**src/ccs_pkg.sv**
```systemverilog
package ccs_pkg;
  // Machine cycle timing
  localparam int CCS_PERIODS_PER_CYCLE = 12;
  localparam int CCS_STATES_PER_CYCLE = 6;
  localparam int CCS_CLK_MHZ = 40;
  // APB register offsets
  localparam logic [7:0] CCS_OFS_STATUS = 8'h00;
  localparam logic [7:0] CCS_OFS_STACK = 8'h04;
  localparam logic [7:0] CCS_OFS_BREG = 8'h08;
  localparam logic [7:0] CCS_OFS_ACC = 8'h0C;
  localparam logic [7:0] CCS_OFS_SEQ = 8'h10;
  // Reset values
  localparam logic [7:0] CCS_STATUS_RST = 8'h00;
  localparam logic [7:0] CCS_STACK_RST = 8'h07;
  localparam logic [15:0] CCS_PC_RST = 16'h0000;
  // Status word fields
  localparam int CCS_BIT_ODD = 0;
  localparam int CCS_BIT_UF1 = 1;
  localparam int CCS_BIT_SRANGE = 2;
  localparam int CCS_BIT_BANK_LO = 3;
  localparam int CCS_BIT_BANK_HI = 4;
  localparam int CCS_BIT_UF0 = 5;
  localparam int CCS_BIT_HALF = 6;
  localparam int CCS_BIT_CARRY = 7;
  // Overlay window top
  localparam logic [15:0] CCS_OVERLAY_TOP = 16'h0FFF;
  // Instruction classes from the decoder
  typedef enum logic [3:0] {
    CCS_OP_PLAIN1,
    CCS_OP_PLAIN2,
    CCS_OP_LONG1,
    CCS_OP_EXT_MOVE,
    CCS_OP_PRODUCT,
    CCS_OP_QUOTIENT,
    CCS_OP_STACK_STORE,
    CCS_OP_SUB_ENTRY,
    CCS_OP_STACK_LOAD,
    CCS_OP_SUB_EXIT,
    CCS_OP_IRQ_EXIT,
    CCS_OP_ARITH,
    CCS_OP_DECIMAL
  } ccs_op_t;
  localparam int CCS_CYC_PRODUCT = 4;
  localparam int CCS_CYC_EXT_MOVE = 2;
  localparam int CCS_CYC_LONG = 2;
endpackage

```
**src/ccs_cpu_cycle_status_stack.sv**
```systemverilog
`timescale 1ns/1ps
`default_nettype none
// Function
// - Parity flag makes accumulator ones even
// - Two bank bits select one of four banks
// - Hardware updates carry, half-carry, range flags
// - B register is mul/div operand and result
// - Stack pointer increments before push write
// - Stack pointer decrements after pop read
// - Reset loads stack pointer with 07h
// - Software reads and writes stack pointer
// - Cycle is six states, twelve periods
// - Arithmetic in phase 1, transfers phase 2
// - Address strobe S1P2-S2P1 and S4P2-S5P1
// - Opcode latched at S1P2
// - Second code byte read in S4
// - One-byte S4 fetch discarded, PC held
// - Execution ends at S6P2 of last cycle
// - Product and quotient take four cycles
// - Two code fetches every machine cycle except an external move's second
// - External move skips second-cycle fetches
// - Low 4K routes to boot ROM or memory
// - Register operands resolve to active bank
module ccs_cpu_cycle_status_stack
  import ccs_pkg::*;
#(
  parameter int PERIODS = CCS_PERIODS_PER_CYCLE
) (
  input wire logic clk_i,
  input wire logic srst_i,
  // APB slave
  input wire logic psel_i,
  input wire logic penable_i,
  input wire logic pwrite_i,
  input wire logic [7:0] paddr_i,
  input wire logic [31:0] pwdata_i,
  input wire logic [3:0] pstrb_i,
  output logic [31:0] prdata_o,
  output logic pready_o,
  output logic pslverr_o,
  // Code memory
  input wire logic [7:0] code_data_i,
  output logic [15:0] code_addr_o,
  output logic code_fetch_o,
  output logic boot_rom_sel_o,
  output logic addr_latch_strobe_o,
  output logic ext_data_strobe_o,
  // Decoder and datapath
  input wire logic [3:0] op_class_i,
  input wire logic [7:0] acc_i,
  input wire logic carry_in_i,
  input wire logic half_carry_in_i,
  input wire logic srange_in_i,
  input wire logic [7:0] b_result_i,
  input wire logic boot_mode_i,
  input wire logic [2:0] reg_index_i,
  output logic [7:0] reg_addr_o,
  output logic [7:0] stack_addr_o,
  output logic [7:0] opcode_o,
  output logic [7:0] operand_o,
  output logic [7:0] b_reg_o,
  output logic instr_end_o
);

  // Elaboration check
  if (PERIODS != 12) begin : g_bad_periods
    $error("PERIODS must be 12");
  end

  // ==========================================================
  // Pin synchroniser for chip mode
  // ==========================================================
  logic mode_s1_r, mode_s2_r;
  always_ff @(posedge clk_i) begin
    if (srst_i) begin
      mode_s1_r <= 1'b0;
      mode_s2_r <= 1'b0;
    end else begin
      mode_s1_r <= boot_mode_i;
      mode_s2_r <= mode_s1_r;
    end
  end

  // ==========================================================
  // Machine cycle phase counter
  // ==========================================================
  logic [3:0] period_r, period_nxt;
  logic [2:0] cyc_r, cyc_nxt;
  logic [2:0] cyc_total_r, cyc_total_nxt;
  ccs_op_t op_r, op_nxt;
  logic two_byte_r, two_byte_nxt;
  logic [15:0] pc_r, pc_nxt;
  logic [7:0] opcode_r, opcode_nxt;
  logic [7:0] operand_r, operand_nxt;
  logic [7:0] status_r, status_nxt;
  logic [7:0] sp_r, sp_nxt;
  logic [7:0] b_r, b_nxt;
  logic [7:0] stack_addr_r, stack_addr_nxt;
  logic strobe_r, strobe_nxt;
  logic [7:0] acc_r, acc_nxt;

  // Period index 0..11 is S1P1..S6P2
  localparam logic [3:0] P_S1P2 = 4'h1;
  localparam logic [3:0] P_S2P2 = 4'h3;
  localparam logic [3:0] P_S4P1 = 4'h6;
  localparam logic [3:0] P_S4P2 = 4'h7;
  localparam logic [3:0] P_S5P2 = 4'h9;
  localparam logic [3:0] P_S6P2 = 4'hB;

  logic last_period, last_cycle, ext_cycle, fetch1, fetch2;
  logic apb_wr, apb_access;
  logic [7:0] wbyte;

  assign apb_access = psel_i && penable_i;
  assign apb_wr = apb_access && pwrite_i && pstrb_i[0];
  assign wbyte = pwdata_i[7:0];

  always_comb begin
    last_period = (period_r == P_S6P2);
    last_cycle = (cyc_r == cyc_total_r - 3'h1);
    // Second cycle of an external move owns the bus
    ext_cycle = (op_r == CCS_OP_EXT_MOVE) && (cyc_r == 3'h1);
    fetch1 = (period_r == P_S1P2) && !ext_cycle;
    fetch2 = (period_r == P_S4P2) && !ext_cycle;
  end

  always_comb begin
    period_nxt = last_period ? 4'h0 : period_r + 4'h1;
    cyc_nxt = cyc_r;
    cyc_total_nxt = cyc_total_r;
    op_nxt = op_r;
    two_byte_nxt = two_byte_r;
    pc_nxt = pc_r;
    opcode_nxt = opcode_r;
    operand_nxt = operand_r;
    acc_nxt = acc_r;
    // Registered, so set one period early: high through S1P2-S2P1 and S4P2-S5P1
    strobe_nxt = (period_r == 4'h0) || (period_r == P_S1P2)
      || (period_r == P_S4P1) || (period_r == P_S4P2);
    if (ext_cycle) begin
      strobe_nxt = 1'b0;
    end
    if (last_period) begin
      cyc_nxt = last_cycle ? 3'h0 : cyc_r + 3'h1;
    end
    if (fetch1 && cyc_r == 3'h0) begin
      opcode_nxt = code_data_i;
      op_nxt = ccs_op_t'(op_class_i);
      pc_nxt = pc_r + 16'h0001;
      two_byte_nxt = (ccs_op_t'(op_class_i) == CCS_OP_PLAIN2);
      case (ccs_op_t'(op_class_i))
        CCS_OP_PRODUCT, CCS_OP_QUOTIENT: cyc_total_nxt = 3'(CCS_CYC_PRODUCT);
        CCS_OP_EXT_MOVE: cyc_total_nxt = 3'(CCS_CYC_EXT_MOVE);
        CCS_OP_LONG1: cyc_total_nxt = 3'(CCS_CYC_LONG);
        default: cyc_total_nxt = 3'h1;
      endcase
    end
    if (fetch2) begin
      if (two_byte_r && cyc_r == 3'h0) begin
        operand_nxt = code_data_i;
        pc_nxt = pc_r + 16'h0001;
      end
      // Otherwise the byte is dropped and the PC holds
    end
    // Accumulator snapshot in phase 2 transfer slot
    if (period_r == P_S5P2) begin
      acc_nxt = acc_i;
    end
  end

  // ==========================================================
  // Status word, stack pointer, B register
  // ==========================================================
  logic sp_hit, st_hit, b_hit, acc_hit, seq_hit, hit;
  always_comb begin
    st_hit = paddr_i == CCS_OFS_STATUS;
    sp_hit = paddr_i == CCS_OFS_STACK;
    b_hit = paddr_i == CCS_OFS_BREG;
    acc_hit = paddr_i == CCS_OFS_ACC;
    seq_hit = paddr_i == CCS_OFS_SEQ;
    hit = st_hit || sp_hit || b_hit || acc_hit || seq_hit;
  end

  always_comb begin
    status_nxt = status_r;
    sp_nxt = sp_r;
    b_nxt = b_r;
    stack_addr_nxt = stack_addr_r;
    // Flags from ALU in phase 1 of S6, final cycle only
    if (period_r == P_S6P2 - 4'h1 && last_cycle) begin
      if (op_r == CCS_OP_ARITH || op_r == CCS_OP_DECIMAL) begin
        status_nxt[CCS_BIT_CARRY] = carry_in_i;
        status_nxt[CCS_BIT_SRANGE] = srange_in_i;
      end
      if (op_r == CCS_OP_DECIMAL) begin
        status_nxt[CCS_BIT_HALF] = half_carry_in_i;
      end
      if (op_r == CCS_OP_PRODUCT || op_r == CCS_OP_QUOTIENT) begin
        b_nxt = b_result_i;
        status_nxt[CCS_BIT_SRANGE] = srange_in_i;
      end
    end
    // Stack moves in phase 2 of S3 on the first cycle
    if (period_r == 4'h5 && cyc_r == 3'h0) begin
      case (op_r)
        CCS_OP_STACK_STORE, CCS_OP_SUB_ENTRY: begin
          sp_nxt = sp_r + 8'h01;
          stack_addr_nxt = sp_r + 8'h01;
        end
        CCS_OP_STACK_LOAD, CCS_OP_SUB_EXIT, CCS_OP_IRQ_EXIT: begin
          stack_addr_nxt = sp_r;
          sp_nxt = sp_r - 8'h01;
        end
        default: begin
        end
      endcase
    end
    // Software writes win over hardware updates, except the parity bit
    if (apb_wr && st_hit) begin
      status_nxt = wbyte;
    end
    if (apb_wr && sp_hit) begin
      sp_nxt = wbyte;
      // Stack address tracks the top byte after a software move too
      stack_addr_nxt = wbyte;
    end
    if (apb_wr && b_hit) begin
      b_nxt = wbyte;
    end
    // Parity always tracks the accumulator snapshot
    status_nxt[CCS_BIT_ODD] = ^acc_r;
  end

  always_ff @(posedge clk_i) begin
    if (srst_i) begin
      period_r <= 4'h0;
      cyc_r <= 3'h0;
      cyc_total_r <= 3'h1;
      op_r <= CCS_OP_PLAIN1;
      two_byte_r <= 1'b0;
      pc_r <= CCS_PC_RST;
      opcode_r <= 8'h00;
      operand_r <= 8'h00;
      acc_r <= 8'h00;
      strobe_r <= 1'b0;
      status_r <= CCS_STATUS_RST;
      sp_r <= CCS_STACK_RST;
      b_r <= 8'h00;
      stack_addr_r <= CCS_STACK_RST;
    end else begin
      period_r <= period_nxt;
      cyc_r <= cyc_nxt;
      cyc_total_r <= cyc_total_nxt;
      op_r <= op_nxt;
      two_byte_r <= two_byte_nxt;
      pc_r <= pc_nxt;
      opcode_r <= opcode_nxt;
      operand_r <= operand_nxt;
      acc_r <= acc_nxt;
      strobe_r <= strobe_nxt;
      status_r <= status_nxt;
      sp_r <= sp_nxt;
      b_r <= b_nxt;
      stack_addr_r <= stack_addr_nxt;
    end
  end

  // ==========================================================
  // Outputs
  // ==========================================================
  always_comb begin
    code_addr_o = pc_r;
    code_fetch_o = fetch1 || fetch2;
    // Low 4K overlay, chip-mode chosen elsewhere
    boot_rom_sel_o = mode_s2_r && (pc_r <= CCS_OVERLAY_TOP);
    addr_latch_strobe_o = strobe_r;
    ext_data_strobe_o = ext_cycle;
    instr_end_o = last_period && last_cycle;
    reg_addr_o = {3'h0, status_r[CCS_BIT_BANK_HI], status_r[CCS_BIT_BANK_LO], reg_index_i};
    stack_addr_o = stack_addr_r;
    opcode_o = opcode_r;
    operand_o = operand_r;
    b_reg_o = b_r;
    pready_o = 1'b1;
    pslverr_o = apb_access && !hit;
    prdata_o = 32'h0000_0000;
    if (st_hit) prdata_o = {24'h0, status_r};
    if (sp_hit) prdata_o = {24'h0, sp_r};
    if (b_hit) prdata_o = {24'h0, b_r};
    if (acc_hit) prdata_o = {24'h0, acc_r};
    if (seq_hit) prdata_o = {24'h0, 1'b0, cyc_r, period_r};
  end

endmodule
`default_nettype wire

```
**config.mk**
```make
export PLATFORM = sky130hd
export DESIGN_NAME = ccs_cpu_cycle_status_stack
export DESIGN_NICKNAME = d
export VERILOG_FILES = /design/src/ccs_pkg.sv /design/src/ccs_cpu_cycle_status_stack.sv
export SDC_FILE = /design/constraint.sdc
export NUM_CORES = 1
export LEC_CHECK = 0
export BUFFER_PORTS_ARGS = -buffer_cell sky130_fd_sc_hd__buf_2
export CAP_MARGIN = 20
export CORE_ASPECT_RATIO = 0.5
export CORE_MARGIN = 2
export CORE_UTILIZATION = 51
export DETAILED_ROUTE_END_ITERATION = 7
export GPL_ROUTABILITY_DRIVEN = 1
export PLACE_DENSITY = 0.81
export SLEW_MARGIN = 20
export SYNTH_ARGS = -nofsm -noshare
export SYNTH_HDL_FRONTEND = slang
export SYNTH_SLANG_ARGS = --single-unit
```
**constraint.sdc**
```tcl
create_clock -name clk_i -period 2.6 [get_ports clk_i]
set_input_delay 0.39 -clock clk_i [delete_from_list [all_inputs] [get_ports clk_i]]
set_output_delay 0.39 -clock clk_i [all_outputs]
set_load 0.02 [all_outputs]
```
==> qor.txt <==
Top post-synthesis cells by area - dfxtp_1, mux2i_1, xnor2_1
Static leakage - 0.002578 uW
Skew final - 0.009512 ns
Reg-to-reg critical path endpoint - two_byte_r$_SDFFE_PP0P_
Worst Setup Slack, final - 0.1915 ns
Initial drt markers - 307
Synthesized area per cell - 8.313 um^2
Worst setup timing slack at the placement stage - 0.2311 ns
Beginning of the worst hold path - boot_mode_i
Clock sink count - 90
Antenna violation net count after detailed routing - 0
CTS tree - yes
DRC viols - 0
Slowest stage cell, crit path - or4_1
Maximum number of pins on one net before global-route repair - 52
Minimum period implied by the final worst setup slack - 2.409 ns
Width of the die - 145.0 um
Slowest Stage Delay on Critical Path - 0.61 ns
Power after layout - 3078 uW
Nets@finish - 801
Final clock period utilization by the worst path - 92.64%
Final count of pins violating max slew - 0
Min-Delay Endpoint - mode_s1_r$_SDFF_PP0_
Async set or reset register ratio after synthesis - 0%
Sequential share of the synthesized area - 35.53%
Depth of the most critical reg-to-reg path - 7
CP startpoint kind - input pin
Max frequency - 415.2 MHz
Top-area cell type share of the netlist area - 35.53%
Warnings from Yosys - 0
Insertion delay of the later-clocked pin in the worst-skew pair - 0.34 ns
Clock tree root driver cell - clkbuf_16
Rows - 25
Vias in the first global route - 4012
Transition at the pin with the smallest max-transition slack - 0.9821 ns
Netlist area before placement - 5071 um^2
Startpoint-to-endpoint class of the critical path - in2out
Cell depth of the worst hold path - 2
Count of vias placed by the detailed router - 4572
Total track usage - 22.65%
Top post-synthesis cells by count - dfxtp_1, nand2_1, nor2_1, a21oi_1, buf_4
PwrDens - 520.7 nW/um^2
Antenna diode count - 0
Layout cells sized above 1 - 22.96%
Most common cell in the synthesized netlist - dfxtp_1
Leftover overflow at the end of global routing - 0
Number of antenna violations at the first check in global routing - 1
Maximum fanout encountered on the critical timing path - 6
Post-CTS setup repair buffer count - 0
Path category of the worst min-delay check - in2reg
Effective utilization at floorplan - 53.15%
Crit path top cell by count - buf_2
Total number of H-tree levels - 3
Post-DR wirelength/cell - 14.71 um
Number of unique standard cell types used by synthesis - 66
IO Port Bufs - 117
Unrepaired setup endpoints after global routing - no
Count of hold buffers inserted by post-cts repair - 0
Core Area - 9540 um^2
Endpoint required time on the critical path - 2.21 ns
EDFF count, synth - 0
# IOs - 179
Vias per std cell - 5.411
Cell area after placement - 5613 um^2
CP Capture Type - primary output
Final GP Congestion - 0.8985
Post-detail-place hpwl - 9137 um
Wire length of the first global-routing pass - 19620 um
Most frequently used flop master after synthesis - dfxtp_1
Register bit total from synthesis - 90
Maximum capacitance violations - 0
Post-Syn Instances - 610
Result of the run - finished, final reports clean
Dominant cell type by area after synthesis - dfxtp_1
Final cell area excluding filler cells - 5912 um^2
First-pass DRT Iterations - 5
Max clock buf depth - 2
Origin of the critical flop-to-flop path - cyc_r[0]$_SDFFE_PP0N_
Worst setup path startpoint - paddr_i[0]
Worst Hold Margin - 0.2617 ns
Sum of negative setup slack - 0 ns
Total CTS buffers - 9
Height of the die - 74.51 um
Post-synthesis to final-layout area growth - 16.58%
Worst slew slack as a fraction of its limit - 34.28%
Final wirelength - 12430 um
Worst-case vdd ir drop - 0.0003824 V
Clock transition at the registers of the reported paths - 0.06 ns
Number of gates given a new drive strength after cts - 0
Arrival time at the worst endpoint - 2.02 ns
Critical-path cell list - buf_2 > or4_1 > nor3_2 > and3_1 > nand2_1 > o21ai_0 > buf_2
Count of endpoints failing hold in the final timing report - 0
Full die area - 10810 um^2
Setup violators final - 0
Flop-to-flop setup slack - 0.27 ns
## through the flow
step | utilization (%) | cells
global placement | 58.83 | 829
detailed placement | 58.83 | 829
finish | 61.97 | 845
CTS | 61.97 | 845
global route | 61.97 | 845
floorplan | - | 636
## registers in the layout, indices dropped and copies added, names as in the netlist
register,flops
operand_o,8
opcode_o,8
two_byte_r,1
cyc_total_r,3
mode_s2_r,1
addr_latch_strobe_o,1
op_r,4
mode_s1_r,1
period_r,4
sp_r,8
code_addr_o,16
stack_addr_o,8
acc_r,8
b_reg_o,8
cyc_r,3
status_r,8
## power by group
part,switching [uW],internal (uW),leakage [uW],total [uW]
Combinational,220,113,0.00170,333
Clock,514,797,0.000147,1310
Sequential,29.1,1400,0.000728,1430
Total,763,2310,0.00258,3080
## kinds of logic (layout without fill, tap and decap cells)
logic type	Yosys count	count (layout)	synth area share (%)
xor+xnor	35	35	6.637
flops	90	90	35.53
mux	33	33	6.810
simple gates	226	226	22.60
buf+inv	86	160	9.326
compound gates	126	126	15.99
fa+ha+maj	12	12	2.961
other cells	2	28	0.1481
## layout by cell type, fill, tap and decap left out, drive strengths merged, types with 4 or more instances in the layout
cell	Yosys	routed
conb	2	28
mux2i	30	30
inv	13	13
nor3b	4	4
a21oi	45	45
and3	6	6
o21ai	28	28
nand4	10	10
dfxtp	90	90
a2bb2oi	7	7
o2bb2ai	8	8
o32ai	5	5
nor4	10	10
nand2	66	66
nor3	8	8
or2	4	4
ha	12	12
buf	46	130
and2	5	5
a211oi	17	17
nand3	23	23
nor2b	8	8
xor2	4	4
clkbuf	26	14
xnor2	30	30
nor2	64	64
## worst max-delay path: cells and delay by family
kind | cells | cell delay (ns)
and+or+nand+nor | 4 | 1.25
buffers and inverters | 2 | 0.29
AOI/OAI and AO/OA | 1 | 0.08
## cell type report
| cell class | instances | area [um^2] |
|---|---|---|
| multi-input combinational | 460 | 2894 |
| clock buffer | 14 | 264.0 |
| timing repair buffer | 130 | 695.7 |
| tap | 135 | 168.9 |
| clock inverter | 2 | 35.03 |
| sequential | 90 | 1802 |
| fill | 833 | 3628 |
| inverter | 14 | 52.55 |
## per-layer routing
| metal | GRT usage [%] | vias to the layer above | routed length, um |
|---|---|---|---|
| li1 | - | 2259 | - |
| met1 | 29.22 | 2137 | 5711 |
| met2 | 37.46 | 157 | 5649 |
| met3 | 6.564 | 17 | 897 |
| met4 | 7.481 | 2 | 161 |
| met5 | 0 | - | 13 |
## how the worst max path moves through the flow
stage	endpoint	slack (ns)
6_report	prdata_o[2]	0.19
5_1_grt	prdata_o[5]	0.11
4_1_cts	prdata_o[3]	0.22
3_5_place_dp	prdata_o[1]	0.23
3_3_place_gp	prdata_o[2]	0.25
2_1_floorplan	prdata_o[0]	0.38
Power figures use the tool's default switching activity.
